<file path="src/hdl/srsc_pkg.sv">
// Constants, register map and carrier types for the reset source and bus clock control block
package srsc_pkg;

    // ------------------------------------------------------------------
    // Register bus
    // ------------------------------------------------------------------
    localparam int          ADDR_W         = 8;
    localparam int          DATA_W         = 32;
    localparam logic [7:0]  REG_CAUSE      = 8'h00;
    localparam logic [7:0]  REG_OPTION     = 8'h04;
    localparam logic [7:0]  REG_INT_STATUS = 8'h08;
    localparam logic [7:0]  REG_INT_CLEAR  = 8'h0c;
    localparam logic [7:0]  REG_INT_ENABLE = 8'h10;
    localparam logic [7:0]  REG_WDT_COUNT  = 8'h14;
    localparam logic [7:0]  REG_SRC_ENABLE = 8'h18;

    // ------------------------------------------------------------------
    // Field layout and reset values
    // ------------------------------------------------------------------
    localparam int          OPT_STOP_EN_BIT = 0;
    localparam logic [4:0]  CAUSE_RESET     = 5'h00;
    localparam logic [4:0]  INT_RESET       = 5'h00;
    localparam logic        OPT_RESET       = 1'b0;

    // ------------------------------------------------------------------
    // Watchdog, prescaler and reset timing
    // ------------------------------------------------------------------
    localparam logic [15:0] WDT_SERVICE_ADDR  = 16'hffff;
    localparam logic [7:0]  ERASED_BYTE       = 8'h00;
    localparam int          PRESCALE_CYCLES   = 4080;
    localparam int          PRE_W             = 12;
    localparam logic [11:0] PRE_KEEP_MASK     = 12'h01f;
    localparam int          WDT_W             = 6;
    localparam int          WDT_LIMIT_DEFAULT = 63;
    localparam int          INTERNAL_RESET_BUS_CYCLES   = 8;
    localparam int          INTERNAL_RESET_CLKS         = 2 * INTERNAL_RESET_BUS_CYCLES;
    localparam int          INTERNAL_RESET_W            = 5;

    // ------------------------------------------------------------------
    // Interrupt sources
    // ------------------------------------------------------------------
    localparam int          NUM_SRC = 24;
    localparam int          MAX_SRC = 128;
    localparam int          VEC_W   = 7;

    // ------------------------------------------------------------------
    // Carriers
    // ------------------------------------------------------------------
    typedef struct packed {
        logic por;
        logic blank;
        logic bad_address_flag;
        logic bad_opcode_flag;
        logic wdt;
    } srsc_cause_type;

    typedef struct packed {
        logic [15:0] addr;
        logic [7:0]  data;
        logic        write;
        logic        op_fetch;
        logic        vec_fetch;
        logic        vec_low;
        logic        unmapped;
        logic        illegal_op;
        logic        stop_exec;
    } srsc_cpu_type;

    typedef struct packed {
        logic [7:0]  addr;
        logic [31:0] wdata;
        logic        wr;
        logic        rd;
    } srsc_regbus_type;

endpackage

</file>
<file path="src/hdl/srsc_top.sv">
// Reset source recording, watchdog, bus clock divider and interrupt request logic
// Overview of operation
// - Bus clock is the generator clock divided by two.
// - Watchdog overflow raises internal reset and sets the watchdog cause flag.
// - A write to the service address outside reset clears watchdog and prescaler bits 11..5.
// - Prescaler ticks the watchdog at most once every 4080 oscillator cycles.
// - Watchdog off only in monitor mode with interrupt pin at test voltage.
// - Illegal instruction sets the bad opcode flag and resets the chip.
// - Stop instruction with stop disabled acts as an illegal opcode reset.
// - Opcode fetch from unmapped space sets bad address flag and resets.
// - Data read from unmapped space causes no reset and no flag.
// - Erased reset vectors cause reset, then monitor mode is forced.
// - Interrupt control takes 24 sources, structure extendable to 128.
//
// Implementation choices: the strobed register port and the register offsets.
`timescale 1ns/10ps
module srsc_top
    import srsc_pkg::*;
#(
    parameter int WDT_LIMIT = WDT_LIMIT_DEFAULT,
    parameter int PRESCALE  = PRESCALE_CYCLES
) (
    input  wire logic                 clk_i,
    input  wire logic                 rst_i,
    input  wire logic                 poweron_reset_in_i,
    input  wire logic                 monitor_mode_i,
    input  wire logic                 irq_test_high_voltage_i,
    input  wire srsc_cpu_type         cpu_i,
    input  wire logic [NUM_SRC-1:0]   int_src_i,
    input  wire srsc_regbus_type      bus_i,
    output logic [DATA_W-1:0]         rd_data_o,
    output logic                      bus_clock_o,
    output logic                      internal_reset_o,
    output logic                      force_monitor_o,
    output logic                      int_req_o,
    output logic [VEC_W-1:0]          int_vec_o,
    output logic                      irq_o
);

    localparam logic [PRE_W-1:0]  PRE_LAST  = PRE_W'(PRESCALE - 1);
    localparam logic [WDT_W-1:0]  WDT_LAST  = WDT_W'(WDT_LIMIT);
    localparam logic [INTERNAL_RESET_W-1:0] INTERNAL_RESET_LAST = INTERNAL_RESET_W'(INTERNAL_RESET_CLKS - 1);

    // ------------------------------------------------------------------
    // State
    // ------------------------------------------------------------------
    logic                 bus_phase_ff,  nxt_bus_phase;
    logic [PRE_W-1:0]     pre_ff,        nxt_pre;
    logic [WDT_W-1:0]     wdt_ff,        nxt_wdt;
    srsc_cause_type       cause_ff,      nxt_cause;
    logic [4:0]           int_stat_ff,   nxt_int_stat;
    logic [4:0]           int_en_ff,     nxt_int_en;
    logic                 stop_en_ff,    nxt_stop_en;
    logic [NUM_SRC-1:0]   src_en_ff,     nxt_src_en;
    logic                 blank_hi_ff,   nxt_blank_hi;
    logic                 internal_reset_pend_ff,  nxt_internal_reset_pend;
    logic                 internal_reset_act_ff,   nxt_internal_reset_act;
    logic [INTERNAL_RESET_W-1:0]    internal_reset_cnt_ff,   nxt_internal_reset_cnt;
    logic                 monitor_ff,    nxt_monitor;
    logic                 int_req_ff,    nxt_int_req;
    logic [VEC_W-1:0]     int_vec_ff,    nxt_int_vec;
    logic [DATA_W-1:0]    rd_data_ff,    nxt_rd_data;
    logic [1:0]           por_sync_ff;
    logic [1:0]           hv_sync_ff;

    logic                 por_s;
    logic                 wdt_off;
    logic                 cpu_live;
    logic                 service;
    logic                 tick;
    logic                 ev_wdt;
    logic                 ev_bad_opcode_flag;
    logic                 ev_bad_address_flag;
    logic                 ev_blank;
    logic                 vec_zero;
    logic                 any_ev;
    logic [NUM_SRC-1:0]   pending;
    srsc_cause_type       ev_vec;

    // ------------------------------------------------------------------
    // Pin synchronisers
    // ------------------------------------------------------------------
    always_ff @(posedge clk_i) begin
        if (rst_i) begin
            por_sync_ff <= 2'h0;
            hv_sync_ff  <= 2'h0;
        end else begin
            por_sync_ff <= {por_sync_ff[0], poweron_reset_in_i};
            hv_sync_ff  <= {hv_sync_ff[0], irq_test_high_voltage_i};
        end
    end

    assign por_s   = por_sync_ff[1];
    assign wdt_off = monitor_mode_i & hv_sync_ff[1];

    // ------------------------------------------------------------------
    // Event detection
    // ------------------------------------------------------------------
    assign cpu_live = ~internal_reset_act_ff & ~por_s;
    assign service  = cpu_live & cpu_i.write & (cpu_i.addr == WDT_SERVICE_ADDR);
    assign tick     = (pre_ff == PRE_LAST);
    assign ev_wdt   = cpu_live & ~wdt_off & ~service & tick & (wdt_ff == WDT_LAST);
    assign ev_bad_opcode_flag  = cpu_live & (cpu_i.illegal_op | (cpu_i.stop_exec & ~stop_en_ff));
    assign ev_bad_address_flag  = cpu_live & cpu_i.op_fetch & cpu_i.unmapped;
    assign vec_zero = cpu_i.vec_fetch & (cpu_i.data == ERASED_BYTE);
    assign ev_blank = cpu_live & vec_zero & cpu_i.vec_low & blank_hi_ff;
    assign ev_vec   = '{por: 1'b0, blank: ev_blank, bad_address_flag: ev_bad_address_flag, bad_opcode_flag: ev_bad_opcode_flag, wdt: ev_wdt};
    assign any_ev   = ev_wdt | ev_bad_opcode_flag | ev_bad_address_flag | ev_blank;
    assign pending  = int_src_i & src_en_ff;

    // ------------------------------------------------------------------
    // Next state
    // ------------------------------------------------------------------
    always_comb begin
        nxt_bus_phase = ~bus_phase_ff;
        nxt_pre       = tick ? '0 : pre_ff + 1'b1;
        nxt_wdt       = wdt_ff;
        nxt_cause     = cause_ff;
        nxt_int_stat  = int_stat_ff;
        nxt_int_en    = int_en_ff;
        nxt_stop_en   = stop_en_ff;
        nxt_src_en    = src_en_ff;
        nxt_blank_hi  = blank_hi_ff;
        nxt_internal_reset_pend = internal_reset_pend_ff;
        nxt_internal_reset_act  = internal_reset_act_ff;
        nxt_internal_reset_cnt  = internal_reset_cnt_ff;
        nxt_monitor   = monitor_ff;
        nxt_rd_data   = '0;
        nxt_int_req   = |pending;
        nxt_int_vec   = '0;
        for (int i = NUM_SRC - 1; i >= 0; i--) begin
            if (pending[i]) begin
                nxt_int_vec = VEC_W'(i);
            end
        end

        // Watchdog and prescaler
        if (service) begin
            nxt_pre = nxt_pre & PRE_KEEP_MASK;
            nxt_wdt = '0;
        end else if (wdt_off || internal_reset_act_ff || por_s) begin
            nxt_wdt = '0;
        end else if (tick) begin
            nxt_wdt = (wdt_ff == WDT_LAST) ? '0 : wdt_ff + 1'b1;
        end

        // High vector byte seen as erased
        if (cpu_live && cpu_i.vec_fetch && !cpu_i.vec_low) begin
            nxt_blank_hi = vec_zero;
        end

        // Cause recording, survives internal reset
        if (por_s) begin
            nxt_cause = '{por: 1'b1, default: 1'b0};
        end else if (any_ev) begin
            nxt_cause = ev_vec;
        end

        // Register writes
        if (bus_i.wr) begin
            case (bus_i.addr)
                REG_OPTION: begin
                    nxt_stop_en = bus_i.wdata[OPT_STOP_EN_BIT];
                end
                REG_INT_CLEAR: begin
                    nxt_int_stat = int_stat_ff & ~bus_i.wdata[4:0];
                end
                REG_INT_ENABLE: begin
                    nxt_int_en = bus_i.wdata[4:0];
                end
                REG_SRC_ENABLE: begin
                    nxt_src_en = bus_i.wdata[NUM_SRC-1:0];
                end
                default: begin
                end
            endcase
        end
        // Set wins over a clear in the same cycle
        nxt_int_stat = nxt_int_stat | {ev_vec.blank, ev_vec.bad_address_flag, ev_vec.bad_opcode_flag, ev_vec.wdt, 1'b0};
        nxt_int_stat[0] = nxt_int_stat[0] | (por_s & ~cause_ff.por);

        // Register reads
        if (bus_i.rd) begin
            case (bus_i.addr)
                REG_CAUSE:      nxt_rd_data = {27'h0, cause_ff};
                REG_OPTION:     nxt_rd_data = {31'h0, stop_en_ff};
                REG_INT_STATUS: nxt_rd_data = {27'h0, int_stat_ff};
                REG_INT_ENABLE: nxt_rd_data = {27'h0, int_en_ff};
                REG_WDT_COUNT:  nxt_rd_data = {26'h0, wdt_ff};
                REG_SRC_ENABLE: nxt_rd_data = {8'h0, src_en_ff};
                default:        nxt_rd_data = '0;
            endcase
        end

        // Internal reset, started on a bus clock rising edge
        if (any_ev || por_s) begin
            nxt_internal_reset_pend = 1'b1;
        end
        if (internal_reset_act_ff) begin
            if (internal_reset_cnt_ff == '0) begin
                nxt_internal_reset_act = 1'b0;
                nxt_monitor  = monitor_ff | cause_ff.blank;
            end else begin
                nxt_internal_reset_cnt = internal_reset_cnt_ff - 1'b1;
            end
        end else if (internal_reset_pend_ff && !bus_phase_ff) begin
            nxt_internal_reset_act  = 1'b1;
            nxt_internal_reset_cnt  = INTERNAL_RESET_LAST;
            nxt_internal_reset_pend = 1'b0;
        end
        if (por_s) begin
            nxt_monitor = 1'b0;
        end
    end

    // ------------------------------------------------------------------
    // Registers
    // ------------------------------------------------------------------
    always_ff @(posedge clk_i) begin
        if (rst_i) begin
            bus_phase_ff <= 1'b0;
            pre_ff       <= '0;
            wdt_ff       <= '0;
            cause_ff     <= CAUSE_RESET;
            int_stat_ff  <= INT_RESET;
            int_en_ff    <= INT_RESET;
            stop_en_ff   <= OPT_RESET;
            src_en_ff    <= '0;
            blank_hi_ff  <= 1'b0;
            internal_reset_pend_ff <= 1'b0;
            internal_reset_act_ff  <= 1'b0;
            internal_reset_cnt_ff  <= '0;
            monitor_ff   <= 1'b0;
            int_req_ff   <= 1'b0;
            int_vec_ff   <= '0;
            rd_data_ff   <= '0;
        end else begin
            bus_phase_ff <= nxt_bus_phase;
            pre_ff       <= nxt_pre;
            wdt_ff       <= nxt_wdt;
            cause_ff     <= nxt_cause;
            int_stat_ff  <= nxt_int_stat;
            int_en_ff    <= nxt_int_en;
            stop_en_ff   <= nxt_stop_en;
            src_en_ff    <= nxt_src_en;
            blank_hi_ff  <= nxt_blank_hi;
            internal_reset_pend_ff <= nxt_internal_reset_pend;
            internal_reset_act_ff  <= nxt_internal_reset_act;
            internal_reset_cnt_ff  <= nxt_internal_reset_cnt;
            monitor_ff   <= nxt_monitor;
            int_req_ff   <= nxt_int_req;
            int_vec_ff   <= nxt_int_vec;
            rd_data_ff   <= nxt_rd_data;
        end
    end

    assign bus_clock_o      = bus_phase_ff;
    assign internal_reset_o = internal_reset_act_ff;
    assign force_monitor_o  = monitor_ff;
    assign int_req_o        = int_req_ff;
    assign int_vec_o        = int_vec_ff;
    assign rd_data_o        = rd_data_ff;
    assign irq_o            = |(int_stat_ff & int_en_ff);
endmodule

</file>
<file path="config.mk">
export PLATFORM = sky130hd
export DESIGN_NAME = srsc_top
export DESIGN_NICKNAME = d
export VERILOG_FILES = /design/src/hdl/srsc_pkg.sv /design/src/hdl/srsc_top.sv
export SDC_FILE = /design/constraint.sdc
export NUM_CORES = 1
export LEC_CHECK = 0
export ABC_AREA = 1
export BUFFER_PORTS_ARGS = -buffer_cell sky130_fd_sc_hd__buf_2
export CAP_MARGIN = 0
export CORE_MARGIN = 10
export CORE_UTILIZATION = 42
export DETAILED_ROUTE_END_ITERATION = 7
export PLACE_DENSITY = 0.72
export SLEW_MARGIN = 20
export SYNTH_ARGS = -nofsm -noshare
export SYNTH_HDL_FRONTEND = slang
export SYNTH_SLANG_ARGS = --single-unit
</file>
<file path="constraint.sdc">
create_clock -name clk_i -period 2.49 [get_ports clk_i]
set_input_delay 0.3735 -clock clk_i [delete_from_list [all_inputs] [get_ports clk_i]]
set_output_delay 0.3735 -clock clk_i [all_outputs]
set_load 0.05 [all_outputs]
</file>
==> flow_metrics.tcl <==
set metrics [dict create \
    yosys.area.top_type "dfxtp_1" \
    cp-startpoint "pre_ff[0]" \
    start_util 0.436 \
    fin_crit_sh 0.825 \
    clockRootBuffer "clkbuf_8" \
    cts_max_level 3 \
    cp-end-kind "flop" \
    synthTopCellsByArea "dfxtp_1 (47%), nand2_1 (9.2%), inv_1 (6.7%), a21oi_1 (5.9%), nor2_1 (5.5%)" \
    dr.pass1.iters 5 \
    hp-start "poweron_reset_in_i" \
    skew_ns 0.0117 \
    totalPowerFinal_w 0.00310 \
    post_cts_resized 0 \
    outcome "finished, final reports clean" \
    dieArea_um2 14800 \
    drt-initial-drc-count 455 \
    use_met1 0.189 \
    die_h_um 121 \
    max_stage_delay_ns 0.37 \
    hp-class "in -> reg" \
    use_met2 0.272 \
    cpMaxStageDelayCell "dfxtp_1" \
    rsz0062_at_grt "no" \
    hpwlAfterDp_um 9570 \
    start_kind "flop" \
    setup_tns_ns 0 \
    hold_viol 0 \
    cts_setup_buffers 0 \
    netlist_area_um2 4320 \
    synth_cells 572 \
    routed_via_density 4.99 \
    yosys_warnings 0 \
    crit_fanout 5 \
    num_antenna_cells 0 \
    grt_use_total 0.162 \
    crit_type "reg -> reg" \
    drive_gt1_frac 0.228 \
    cpMostUsedCell "inv_1" \
    tightestPinTransition_ns 0.840 \
    top_usage_layer "met2" \
    antenna_left 0 \
    grt_max_degree 45 \
    final_max_slew_viol_count 0 \
    area_growth_pct 22.2 \
    worstPathCellList "ha_1 -> nand2_1 -> nor2_1 -> inv_1 -> nor2_2 -> nand3_2 -> inv_2 -> nand4_1 -> nor2_1 -> inv_1 -> nor2_2 -> nor2_4 -> a31o_2 -> inv_1" \
    rows 36 \
    die_w_um 121 \
    min_period_ns 2.06 \
    ys_seq_area_frac 0.472 \
    max_freq_mhz 487 \
    ys_async_sr_fraction 0 \
    path_clk_slew_ns 0.10 \
    power.density_nw_per_um2 587 \
    p_leak_nw 2.34 \
    ios 146 \
    cts_sinks 102 \
    maxCapViolCount 0 \
    gp_congestion 0.879 \
    vias 4202 \
    clk_latency_ns 0.37 \
    setup_viol 0 \
    overflow 0 \
    ys_ff_latch 102 \
    syn_avg_cell_area_um2 7.56 \
    nNetsFinal 810 \
    layout_commonest_cell "buf_2" \
    cts_hold_buf 0 \
    cts_tree "yes" \
    synth_top_area_share 0.472 \
    synthFlopType "dfxtp_1" \
    worstReg2RegStart "pre_ff[0]" \
    numCtsBuffers 9 \
    synth.distinct_cells 43 \
    cp_data_arrival_time_ns 2.38 \
    worst_slew_margin_rel 0.438 \
    grt_pass1_wl_um 19800 \
    cp_data_required_time_ns 2.81 \
    grt_antenna_before_repair 0 \
    most-common-layout-cells "buf_2 (127), nand2_1 (106), dfxtp_1 (102)" \
    cts_buffer_depth 2 \
    use_met3 0.0558 \
    core_region_area_um2 9910 \
    synth_edf_count 0 \
    wl_um 12100 \
    ir_worst_vdd_mv 0.304 \
    portBuffers 127 \
    drc 0 \
    grt_pass1_vias 4364 \
    wl_per_cell_um 14.3 \
]
[synth_stat cells, types with 7 or more instances]
library cell and count:
a211oi_1 7, nor2_1 63, inv_1 77, o21ai_0 29, clkbuf_1 9, a21oi_1 51, buf_4 10, nor3_1 30
nand3_1 18, nand4_1 8, nand2_1 106, dfxtp_1 102
[power by group]
| part | switching [W] | leakage, nW | internal (W) | total, W |
|---|---|---|---|---|
| Sequential | 0.0000254 | 0.826 | 0.00167 | 0.00170 |
| Combinational | 0.000209 | 1.41 | 0.000124 | 0.000332 |
| Clock | 0.000570 | 0.101 | 0.000502 | 0.00107 |
[layer usage]
layer | wire length (um) | part of all wire
met5 | 0 | 0
met4 | 187 | 0.016
met3 | 1250 | 0.10
met2 | 5470 | 0.45
met1 | 5140 | 0.43
[cell type report]
type,count,area [um^2]
clock buffer,11,141
inverter,79,297
sequential,102,2040
multi-input combinational,377,1880
fill,971,4630
timing repair buffer,135,696
tap,133,166
clock inverter,5,63.8
[worst max-delay path: cells and delay by family (launching register included)]
kind            cells  cell delay (ns)
flops               1             0.37
simple gates        8             0.98
buf+inv             4             0.29
compound gates      1             0.20
fa+ha+maj           1             0.18
[worst paths after layout]
check | to | slack, ns | cells past startpoint
max | internal_reset_pend_ff | 0.43 | 14
min | por_sync_ff[0] | 0.21 | 3
max reg2reg | internal_reset_pend_ff | 0.43 | 14
min reg2reg | por_sync_ff[1] | 0.41 | 2
[per-stage QoR]
step | cell area [um^2] | instances | setup WS, ns | utilization | hold WS, ns
3_3_place_gp | 5080 | 826 | 0.478 | 0.512 | 0.390
6_report | 5280 | 842 | 0.435 | 0.533 | 0.210
2_1_floorplan | 4360 | 581 | 0.494 | - | 0.388
4_1_cts | 5280 | 842 | 0.409 | 0.533 | 0.196
3_5_place_dp | 5080 | 826 | 0.446 | 0.512 | 0.399
5_1_grt | 5280 | 842 | 0.188 | 0.533 | 0.199
[kinds of logic after synthesis]
logic type | after synthesis | synth area share
adders and majority gates | 4 | 0.0116
DFF | 102 | 0.472
and+or+nand+nor | 242 | 0.246
buffers and inverters | 102 | 0.101
xor gates and xnor gates | 7 | 0.0142
other | 1 | 0.000867
AOI/OAI and AO/OA | 114 | 0.153
[state kept, by name, summed over array words and instances (netlist names), 2 cells and up]
register	flops
int_en_ff	5
hv_sync_ff	2
wdt_ff	6
rd_data_o	24
por_sync_ff	2
src_en_ff	24
cause_ff	5
internal_reset_cnt_ff	5
int_vec_o	5
int_stat_ff	5
pre_ff	12
Power figures use the tool's default switching activity.
